===== src/verilog/bitops_defs.svh =====
`ifndef BITOPS_DEFS_SVH
`define BITOPS_DEFS_SVH

`define PC_W          11
`define REG_ADDR_W    7
`define BIT_SEL_W     3
`define PC_RESET      11'h000
`define ACC_RESET     8'h00
`define SP_RESET      3'h0
`define CALL_CYCLES   2'h2
`define TBH_PC_BITS   3

`endif


===== src/verilog/bitops_pkg.sv =====
package bitops_pkg;
  typedef enum logic [2:0]
  {
    op_none,
    op_and_immediate_into_acc,
    op_set_register_bit,
    op_test_bit_skip_when_clear,
    op_call_via_accumulator
  } op_e;
endpackage


===== src/verilog/mcu_bit_logic_call_ops.sv =====
// Functional notes
// RL1 - AND accumulator with 8-bit immediate, result to accumulator, zero flag updated.
// RL2 - Set selected bit of addressed register, other bits kept, flags untouched.
// RL3 - Test selected register bit; skip next instruction when it is zero.
// RL4 - Skip discards fetched instruction, runs a no-op; a skipping test takes two cycles, a non-skipping test one.
// RL5 - Test takes 7-bit register address and 3-bit bit selector.
// RL6 - Call pushes program counter plus one onto return stack first.
// RL7 - Call target: high byte bits 2..0 to PC 10..8, accumulator to PC 7..0.
// RL8 - Each push increments stack pointer; call completes in two cycles.
// RL9 - Table-pointer high byte holds upper part of program memory target.
`timescale 1ns/100ps
`include "bitops_defs.svh"

module mcu_bit_logic_call_ops
#(
  parameter int STACK_DEPTH = 8,
  parameter int SP_W        = 3
)
(
  input  wire logic                     mclk_in,
  input  wire logic                     rst_n_in,
  input  wire logic                     issue_in,
  input  wire bitops_pkg::op_e          op_in,
  input  wire logic [7:0]               immediate_in,
  input  wire logic [`REG_ADDR_W-1:0]   reg_addr_in,
  input  wire logic [`BIT_SEL_W-1:0]    bit_sel_in,
  input  wire logic [7:0]               reg_rdata_in,
  input  wire logic [7:0]               table_pointer_high_byte_in,
  input  wire logic [`PC_W-1:0]         pc_in,
  input  wire logic                     acc_load_in,
  input  wire logic [7:0]               acc_load_data_in,
  output logic [7:0]                    accumulator_out,
  output logic                          zero_flag_out,
  output logic                          reg_we_out,
  output logic [`REG_ADDR_W-1:0]        reg_waddr_out,
  output logic [7:0]                    reg_wdata_out,
  output logic                          discard_next_out,
  output logic                          busy_out,
  output logic                          pc_load_out,
  output logic [`PC_W-1:0]              pc_target_out,
  output logic [SP_W-1:0]               stack_ptr_out,
  output logic [`PC_W-1:0]              stack_top_out
);
  import bitops_pkg::*;

  logic [`PC_W-1:0] stack_q [STACK_DEPTH];
  logic [1:0]       busy_cnt_q;
  logic             call_pend_q;
  logic [`PC_W-1:0] call_target_q;

  wire do_and  = issue_in && !busy_out && op_in == op_and_immediate_into_acc;
  wire do_set  = issue_in && !busy_out && op_in == op_set_register_bit;
  wire do_test = issue_in && !busy_out && op_in == op_test_bit_skip_when_clear;
  wire do_call = issue_in && !busy_out && op_in == op_call_via_accumulator;

  function automatic logic [7:0] bit_mask(input logic [`BIT_SEL_W-1:0] sel);
    bit_mask = 8'h01 << sel;
  endfunction

  function automatic logic bit_is_clear(input logic [7:0]            data,
                                        input logic [`BIT_SEL_W-1:0] sel);
    bit_is_clear = (data & bit_mask(sel)) == 8'h00;
  endfunction

  wire skip_now = do_test && bit_is_clear(reg_rdata_in, bit_sel_in); // RL3 RL5

  wire [7:0] and_result = accumulator_out & immediate_in;

  always_ff @(posedge mclk_in or negedge rst_n_in)
    if (!rst_n_in)
    begin
      accumulator_out <= `ACC_RESET;
      zero_flag_out   <= 1'b0;
    end
    else if (do_and)
    begin
      accumulator_out <= and_result; // RL1
      zero_flag_out   <= (and_result == 8'h00); // RL1
    end
    // Other instructions write the accumulator here; an AND in the same cycle wins
    else if (acc_load_in)
      accumulator_out <= acc_load_data_in;

  always_ff @(posedge mclk_in or negedge rst_n_in)
    if (!rst_n_in)
    begin
      reg_we_out    <= 1'b0;
      reg_waddr_out <= '0;
      reg_wdata_out <= 8'h00;
    end
    else
    begin
      reg_we_out <= do_set;
      if (do_set)
      begin
        reg_waddr_out <= reg_addr_in;
        reg_wdata_out <= reg_rdata_in | bit_mask(bit_sel_in); // RL2
      end
    end

  // Skip: reg_rdata_in is the addressed register read for the current op
  always_ff @(posedge mclk_in or negedge rst_n_in)
    if (!rst_n_in)
      discard_next_out <= 1'b0;
    else
      discard_next_out <= skip_now; // RL3 RL5

  always_ff @(posedge mclk_in or negedge rst_n_in)
    if (!rst_n_in)
      busy_cnt_q <= 2'h0;
    else if (do_call)
      busy_cnt_q <= `CALL_CYCLES - 2'h1; // RL8
    else if (skip_now)
      busy_cnt_q <= 2'h1; // RL4
    else if (busy_cnt_q != 2'h0)
      busy_cnt_q <= busy_cnt_q - 2'h1;

  always_ff @(posedge mclk_in or negedge rst_n_in)
    if (!rst_n_in)
      busy_out <= 1'b0;
    else
      busy_out <= do_call || skip_now || busy_cnt_q > 2'h1; // RL4 RL8

  always_ff @(posedge mclk_in or negedge rst_n_in)
    if (!rst_n_in)
    begin
      stack_ptr_out <= '0;
      stack_top_out <= `PC_RESET;
    end
    else if (do_call)
    begin
      stack_top_out          <= pc_in + `PC_W'(1); // RL6
      stack_ptr_out          <= stack_ptr_out + SP_W'(1); // RL8
    end

  // Entries carry no reset; only pushed entries are ever read back
  always_ff @(posedge mclk_in)
    if (do_call)
      stack_q[stack_ptr_out] <= pc_in + `PC_W'(1); // RL6

  always_ff @(posedge mclk_in or negedge rst_n_in)
    if (!rst_n_in)
    begin
      call_pend_q   <= 1'b0;
      call_target_q <= `PC_RESET;
    end
    else
    begin
      call_pend_q <= do_call;
      if (do_call)
        call_target_q <= {table_pointer_high_byte_in[`TBH_PC_BITS-1:0],
                          accumulator_out}; // RL7 RL9
    end

  // PC changes only after the push cycle
  always_ff @(posedge mclk_in or negedge rst_n_in)
    if (!rst_n_in)
    begin
      pc_load_out   <= 1'b0;
      pc_target_out <= `PC_RESET;
    end
    else
    begin
      pc_load_out <= call_pend_q; // RL6 RL8
      if (call_pend_q)
        pc_target_out <= call_target_q; // RL7
    end
endmodule


===== config.mk =====
export PLATFORM = sky130hd
export DESIGN_NAME = mcu_bit_logic_call_ops
export DESIGN_NICKNAME = d
export VERILOG_FILES = /design/src/verilog/bitops_pkg.sv /design/src/verilog/mcu_bit_logic_call_ops.sv
export VERILOG_INCLUDE_DIRS = /design/src /design/src/verilog
export SDC_FILE = /design/constraint.sdc
export NUM_CORES = 1
export LEC_CHECK = 0
export ABC_AREA = 1
export BUFFER_PORTS_ARGS = -buffer_cell sky130_fd_sc_hd__buf_2
export CORE_MARGIN = 5
export CORE_UTILIZATION = 35
export CTS_BUF_LIST = sky130_fd_sc_hd__clkbuf_8 sky130_fd_sc_hd__clkbuf_16
export CTS_CLUSTER_DIAMETER = 40
export DETAILED_ROUTE_END_ITERATION = 8
export PLACE_DENSITY = 0.67
export SETUP_SLACK_MARGIN = 0.15
export SYNTH_ARGS = -nofsm -noshare
export SYNTH_HDL_FRONTEND = slang
export SYNTH_SLANG_ARGS = --single-unit

===== constraint.sdc =====
create_clock -name mclk_in -period 1.29 [get_ports mclk_in]
set_input_delay 0.387 -clock mclk_in [delete_from_list [all_inputs] [get_ports mclk_in]]
set_output_delay 0.387 -clock mclk_in [all_outputs]
set_load 0.005 [all_outputs]

==> results, run 1 <==
- TritonCTS built the clock tree.
- The number of antenna violations at the first check in global routing was 0.
- The highest cell delay on the worst timing path is 0.42 ns.
- The relative contribution of combinational cells to total power is 35.3%.
- The count of TritonRoute iterations in the first routing pass is 5.
- OpenSTA, run right after detailed placement, puts the worst setup slack at -0.0514 ns.
- The max-slew headroom at the worst pin is 76.4%.
- The cell family contributing the most delay on the critical path is flip-flops.
- For this run, the number of standard cells in the final layout without fillers is 587.
- The power per unit of standard cell area is 1810 nW/um^2.
- For this run, the top clock speed supported by timing is 769 MHz.
- After clock tree synthesis, the clock-pin slew on the worst setup and hold paths is 0.08 ns.
- The filler cells instantiated in the layout total about 800.
- Cells fill 52.7% of the core in the end.
- The switching part of the total power is around 31%.
- The floorplan step set the die width to approximately 100 um.
- By area the synthesized netlist is led by dfrtp_1 54%, nand2_1 11%, mux2_2 4.0%.
- During synthesis, Yosys emitted a total of 0 warnings.
- The synthesized-area fraction occupied by ao, oa, aoi and oai cells is 7.60%.
- The net load switching power is 2.56 mW.
- The fraction of layout instances using a drive strength above 1 is 52.4%.
- The share of the clock period used by the worst path after layout is 101%.
- The global-route total usage across every layer is ~14%.
- In the synthesized netlist, mux cells make up between 4 and 5% of the area.
- The detailed router finished its first iteration with around 110 violations.
- The cell type contributing the most total cell area after synthesis is dfrtp_1.
- After detailed routing, the number of remaining DRC violations is 0.
- The final global-route overflow total is 0.
- The final setup violation count is 1.
- After detailed routing, the average wire length per cell comes to between 10 and 15 um.
- Summing the areas of all fa, ha and maj instances in the mapped netlist gives 1.62% of the synthesized area.
- Among all flip-flop cells after synthesis, the most frequent one is dfrtp_1.
- The leakage power is 2.42 nW.
- The maximum VDD drop is 0.726 mV.
- Input and output buffers added on the ports amount to 107.
- The average size of a mapped cell is 9.69 um^2.
- The final setup TNS is -0.0107 ns.
- Of the total synthesized cell area, the portion taken by AND, OR, NAND and NOR gates is 23.4%.
- The count of cell types in the netlist is 34.
- Final hold analysis gives a worst-case slack of 0.0448 ns.
- The required time at the worst-slack endpoint is ~0.90 ns.
- The combined buffer and inverter count along the critical path is 1.
- After the last flow step, the layout net total stands at around 540.
- The HPWL reported at the end of detailed placement is roughly 5500 um.
- The signal on the critical path passes through buf_2.
- The endpoint arrival time on the critical path is between 0.9 and 1 ns.
- The total wirelength of the detailed-routed design is 7860 um.
- The kind of critical path is reg -> out.
- The number of global-route vias before repair is 2766.
- The class of the tightest hold or removal check is in -> async.
- The clock reaches the later pin of the worst-skew pair after 0.34 ns.
- The standard-cell row count is 34.
- The synthesized netlist devotes under 10% of its cell area to XOR and XNOR gates.
- The final worst clock skew is 0.0115 ns.
- The clock network burns 24.4% of the power.
- Counting cells, the worst reg-to-reg path comes to 6.
- The area of the core region is 8640 um^2.
- The final-report hold violation count is 0.
- The post-layout minimum cycle time is 1.30 ns.
- The clock passes through at most 2 buffers.
- The number of enable-type register cells in the synthesized netlist is 0.
- The post-placement cell count is around 540.
- The top-area cell type share of the netlist area is 54.4%.
- The detailed-route via count is 2765.
- Counting every sink on the clock net gives 67.
- The final-report max-slew violation count is 0.
- Across the run, the number of max-cap violations was 0.
- The initial core utilization is 35.7%.
- The first global-routing pass estimated 13000 um of wire.
- CTS placed an instance of clkbuf_8 at the clock tree root.
- The area growth from synthesis to layout is 47.7%.
- With fillers left out, the area of the finished cells amounts to 4550 um^2.
- Internal power comes to 5.66 mW.
- The maximum number of pins on one net before global-route repair is 68.
- In the routed layout, each cell is associated on average with a via count of 4.71.
- The run finished, with violations left.
- After layout, the worst setup slack is -0.0107 ns.
- The completed layout was analyzed and its total power is 8.22 mW.
- The combinational family with the most area after synthesis is simple AND/OR/NAND/NOR gates.
- 113 I/O pins were placed.
- The total number of H-tree levels is 3.
- Setup repair after global routing could not meet its margin everywhere.
- Routability-driven placement finished with a final weighted congestion of approximately 0.80.
- The maximum fanout encountered on the critical timing path is 2.
- In this run the vertical extent of the chip is 104 um.
- The repair_antennas step left the layout with diodes totalling 0.
- The startpoint class of the critical path is a flip-flop.
- The highest-delay cell along the critical path is dfrtp_1.
- The checks that failed: setup timing.
- Of the synthesized area, sequential elements account for ~54%.
- The number of storage elements in the synthesis netlist is 67.
- STA classifies the critical path endpoint as a primary output.
- The die covers 10800 um^2.
- After technology mapping, the gate count stands at between 300 and 400.
- The post-synthesis async set-or-reset flop share is 100%.
- Counting the buffers created by CTS gives 9.
- The count of nets left with antenna violations once routing finished came out at 0.
- The proportion of power drawn by flip-flops and latches is 40.2%.
- In this run the number of cells on the critical path is 1.
- The measured slew at the worst slew-check pin is 0.354 ns.
- In this run the cell area of the synthesized design comes to 3080 um^2.
- The total cell area at the placement stage is 3850 um^2.
- The number of nets in the synthesized netlist is 382.
-- synthesized netlist by cell type (4+ instances only) --
master,n
nor3_1,5
xor2_1,5
inv_2,8
inv_1,21
buf_6,5
buf_2,4
nand3_2,4
nand3_1,20
ha_1,4
o21ai_1,6
o221ai_1,7
o21ai_0,14
dfrtp_1,67
mux2_2,11
nand4_1,8
nor2_1,11
nand2_1,89
-- power groups by stage --
stage / Sequential [mW] / Clock (mW) / Combinational (mW)
5_1_grt: 3.41 / 2.17 / 3.24
3_5_place_dp: 3.32 / 0 / 2.06
6_report: 3.31 / 2.01 / 2.90
2_1_floorplan: 3.34 / 0 / 0.980
4_1_cts: 3.25 / 2.06 / 2.38
3_3_place_gp: 3.29 / 0 / 1.98
-- registers in the layout (all words and copies together), names as in the netlist --
| signal | flops |
|---|---|
| call_target_q | 11 |
| stack_ptr_out | 3 |
| busy_cnt_q | 2 |
| discard_next_out | 1 |
| zero_flag_out | 1 |
| accumulator_out | 8 |
| pc_target_out | 11 |
| busy_out | 1 |
| reg_wdata_out | 8 |
| reg_we_out | 1 |
| stack_top_out | 11 |
| call_pend_q | 1 |
| reg_waddr_out | 7 |
| pc_load_out | 1 |
-- cells in the final DEF, fill, tap and decap left out, types with 9 or more instances in the layout --
master,netlist,layout
inv_1,21,21
mux2_2,11,11
clkbuf_8,0,10
dfrtp_1,67,66
nand2_4,1,13
nand2_1,89,61
buf_2,4,107
buf_4,2,41
nand3_1,20,20
nor2_1,11,9
nand2_2,3,19
o21ai_1,6,10
-- worst paths after layout --
check                           slack, ns            endpoint                     startpoint
max in group asynchronous            0.95         call_pend_q                       rst_n_in
worst max-delay path                -0.01    reg_wdata_out[0]               reg_wdata_out[0]
worst min-delay path                 0.04    pc_target_out[4]                       rst_n_in
min in group mclk_in                 0.24    call_target_q[9]  table_pointer_high_byte_in[1]
worst min register to register       0.48    reg_waddr_out[3]               reg_waddr_out[3]
worst max register to register       0.01  accumulator_out[7]                       busy_out
-- what timing repair did --
action | 4_1_cts | 5_1_grt
hold buffers | 0 | 0
gates cloned | 0 | 2
setup endpoints to repair | 97 | 111
gates resized for setup | 6 | 65
buffers inserted | 19 | 13
pin swaps | 0 | 11
-- area by class of cell --
class / instances / area, um^2 / area share, %
Timing Repair inverter: 1 / 5.00 / 0.110
Multi-Input combinational cell: 210 / 1390 / 30.6
Timing Repair Buffer: 156 / 1000 / 22.0
Clock inverter: 6 / 87.6 / 1.92
Tap cell: 108 / 135 / 2.97
Sequential cell: 67 / 1680 / 36.9
Inverter: 29 / 114 / 2.50
Clock buffer: 10 / 138 / 3.02
-- logic make-up (layout without fill, tap and decap cells) --
logic type / count (synthesis) / after routing
AO/OA/AOI/OAI: 37 / 37
flip-flops: 67 / 67
adder cells (fa/ha/maj): 4 / 4
AND/OR/NAND/NOR: 150 / 150
multiplexers: 11 / 11
XOR/XNOR: 8 / 8
buffers and inverters: 41 / 202
-- per-layer routing --
metal	up-vias	routed length, um	global-route usage [%]
met2	89	3850	23.5
met3	14	514	4.54
met5	-	0	0
li1	1363	-	-
met4	0	132	5.09
met1	1299	3360	18.0
Power figures use the tool's default switching activity.
==> inputs of run 2 (changes only) <==
--- a/config.mk
+++ b/config.mk
@@ -8,12 +8,12 @@
 export LEC_CHECK = 0
 export ABC_AREA = 1
 export BUFFER_PORTS_ARGS = -buffer_cell sky130_fd_sc_hd__buf_2
-export CORE_MARGIN = 5
-export CORE_UTILIZATION = 35
+export CORE_MARGIN = 1.5
+export CORE_UTILIZATION = 49
 export CTS_BUF_LIST = sky130_fd_sc_hd__clkbuf_8 sky130_fd_sc_hd__clkbuf_16
 export CTS_CLUSTER_DIAMETER = 40
 export DETAILED_ROUTE_END_ITERATION = 8
-export PLACE_DENSITY = 0.67
+export PLACE_DENSITY = 0.86
 export SETUP_SLACK_MARGIN = 0.15
 export SYNTH_ARGS = -nofsm -noshare
 export SYNTH_HDL_FRONTEND = slang
==> results, run 2 (same netlist as run 1, synthesis figures left out) <==
- The flow ran to the end, and the final reports show no timing, DRC or antenna violations.
- After filler insertion, the fill cell instance count of the layout stands at 430.
- STA classifies the critical path startpoint as a flip-flop.
- In this run the clock root is driven by a clkbuf_8.
- The first-pass GRT wire length is about 11000 um.
- The final-report max-slew violation count was 0.
- At the pin with the least slew margin, the transition time is 0.347 ns.
- The critical path is of the reg -> out type.
- TritonCTS built the clock tree.
- The class of the tightest hold or removal check is in -> async.
- The number of antenna diodes in the final layout is 0.
- Setup repair after global routing could not meet its margin everywhere.
- The count of TritonRoute iterations in the first routing pass is 4.
- The sort of element at the end of the critical path is a primary output.
- On the critical path the largest part of the delay comes from flip-flops.
- The launch point of the worst reg-to-reg path is busy_out.
- After routing the design area is 4400 um^2.
- The final-report hold violation count is 0.
- The post-route netlist has 49.8% of its cells at a drive strength greater than 1.
- The final global-route overflow total is 0.
- The maximum frequency from static timing analysis is 777 MHz.
- The synthesis-to-finish area growth is 42.9%.
- The routed design could run at a clock period as short as 1.29 ns.
- Using the TritonRoute via totals, the vias-per-cell ratio works out to around 5.1.
- The last weighted congestion value of the routability-driven placer is 0.834.
- The average wire length per cell after detail routing is 14.0 um.
- The detail route stage leaves a number of antenna-violating nets equal to 0.
- Data on the critical path is required at its endpoint by around 0.90 ns.
- IR analysis of the VDD net gives a maximum drop of 1.01 mV.
- The worst-case clock buffer depth is 2.
- The global-route total usage across every layer is 22.6%.
- The standard-cell row count is 28.
- In the final layout, the registers with the most flip-flops are call_target_q (11), pc_target_out (11), stack_top_out (11).
- After detailed placement, the total cell area comes to 3800 um^2.
- The relative contribution of combinational cells to total power is 33.9%.
- The total wirelength of the detailed-routed design is around 7700 um.
- In this run switching power makes up about 31% of total power.
- The library cell used most frequently in the layout, excluding fill and tap cells, is buf_2.
- The clock insertion delay at the later pin of the skew report is about 0.34 ns.
- In this run the worst path has a maximum fanout of 3.
- Dividing total power by cell area gives a power density of 1790 nW/um^2.
- Across the run, the number of max-cap violations was 0.
- The clock sink count is 67.
- The worst-case setup slack after placement is -0.0529 ns.
- In this run, post-CTS hold repair placed 0 buffers.
- The internal portion of the total power is about 5.4 mW.
- The combined buffer and inverter count along the critical path is 1.
- The final routed DRC violation total is 0.
- The total number of H-tree levels is 3.
- Summing over every cut layer, the via total after detailed routing is 2815.
- The number of global-route vias before repair is 2570.
- The number of antenna violations at the first check in global routing came to 0.
- The floorplan step defined a die boundary enclosing 6770 um^2.
- Of the total power, the clock network draws 24.3%.
- The final worst clock skew is roughly 0.0057 ns.
- The overall power consumption is 7.87 mW.
- The proportion of power drawn by flip-flops and latches is 41.8%.
- For this design, the slowest cell found on the critical path is dfrtp_1.
- The HPWL after detailed placement is roughly 4900 um.
- The setup slack after layout is around 0.0034 ns.
- Walking the worst path, the cells encountered are buf_2.
- The worst pin sits at a relative slew slack of 76.9%.
- The worst register-to-register path has a depth of 8.
- The vertical die dimension is 82.3 um.
- Counting the buffers created by CTS gives 9.
- The critical path startpoint is accumulator_out[7].
- The die is around 80 um wide.
- The setup slack on the worst flop-to-flop path is roughly 0.010 ns.
- The endpoint arrival time on the critical path is 0.90 ns.
- 113 I/O pins were placed.
- The final layout contains 537 nets.
- The initial core utilization is 51.4%.
- The area of the core region is 5990 um^2.
- After the first detailed-routing iteration, the DRC count stood at 96.
- The endpoint identified for the worst register-to-register timing path is reg_waddr_out[3].
- Leaving out fill and tap cells, the most frequent cells in the layout are 107 x buf_2, 75 x nand2_1, 67 x dfrtp_1, 37 x buf_4, 20 x inv_1.
- Port buffering added 107 buffers.
- The share of the clock period used by the worst path after layout is 99.7%.
- The leakage power is 2.38 nW.
- Setup violations remaining at the end of the flow were counted as 0.
- Entering global routing, the biggest net connects 68 pins.
- The post-CTS clock slew at the launch and capture registers of the worst setup and hold paths is 0.08 ns.
- Summed over all nets, the switching power comes to approximately 2.4 mW.
- The highest cell delay on the worst timing path is 0.42 ns.
## run 2: changes by cell type in the layout (fill, tap and decap cells not counted), sizes merged
| cell | delta |
|---|---|
| clkbuf | -2 |
| clkinvlp | +1 |
## run 2: timing repair
action	CTS	global route
resized for setup	23	25
setup buffers	15	15
pin swaps	7	12
cloned	1	2
endpoints found under the setup margin	94	105
## run 2: worst max-delay path by stage
stage                    endpoint  cells after the start
3_3_place_gp     stack_top_out[8]                      9
5_1_grt          call_target_q[5]                      7
4_1_cts        accumulator_out[7]                      1
3_5_place_dp     stack_top_out[8]                      9
2_1_floorplan  accumulator_out[3]                      7
6_report       accumulator_out[7]                      1
## run 2: power groups by stage
stage	Sequential, mW	Combinational [mW]	Clock, mW
after floorplan	3.34	0.980	0
after global placement	3.28	1.92	0
after detailed placement	3.31	2.02	0
after CTS	3.26	2.33	1.95
after global routing	3.39	2.99	2.04
final	3.29	2.67	1.91
## run 2: final cells by class
class / instances / area, um^2 / share of cell area (%)
well taps: 75 / 93.8 / 2.13
clock buffers: 9 / 124 / 2.81
multi-input cells: 210 / 1320 / 29.9
repair inverters: 1 / 5.00 / 0.114
inverters: 29 / 119 / 2.70
repair buffers: 155 / 976 / 22.2
flip-flops and latches: 67 / 1680 / 38.1
clock inverters: 7 / 91.3 / 2.08
## run 2: stage by stage
stage | cells | TNS [ns] | hold slack (ns) | utilization (%)
finish | 553 | 0 | 0.0559 | 73.5
detailed placement | 504 | -0.186 | 0.436 | 63.4
CTS | 536 | 0 | 0.0648 | 70.2
global placement | 504 | -0.0344 | 0.427 | 63.4
global route | 553 | -0.934 | 0.0843 | 73.5
floorplan | 318 | 0 | 0.0914 | -
## run 2: routing by layer
| layer | up-vias | wire, um | part of all wire [%] | global-route usage (%) |
|---|---|---|---|---|
| met5 | - | 0 | 0 | 0 |
| met4 | 0 | 127 | 1.6 | 11.4 |
| met3 | 13 | 439 | 5.7 | 4.62 |
| met2 | 108 | 3980 | 51 | 37.2 |
| met1 | 1333 | 3190 | 41 | 28.3 |
| li1 | 1361 | - | - | - |
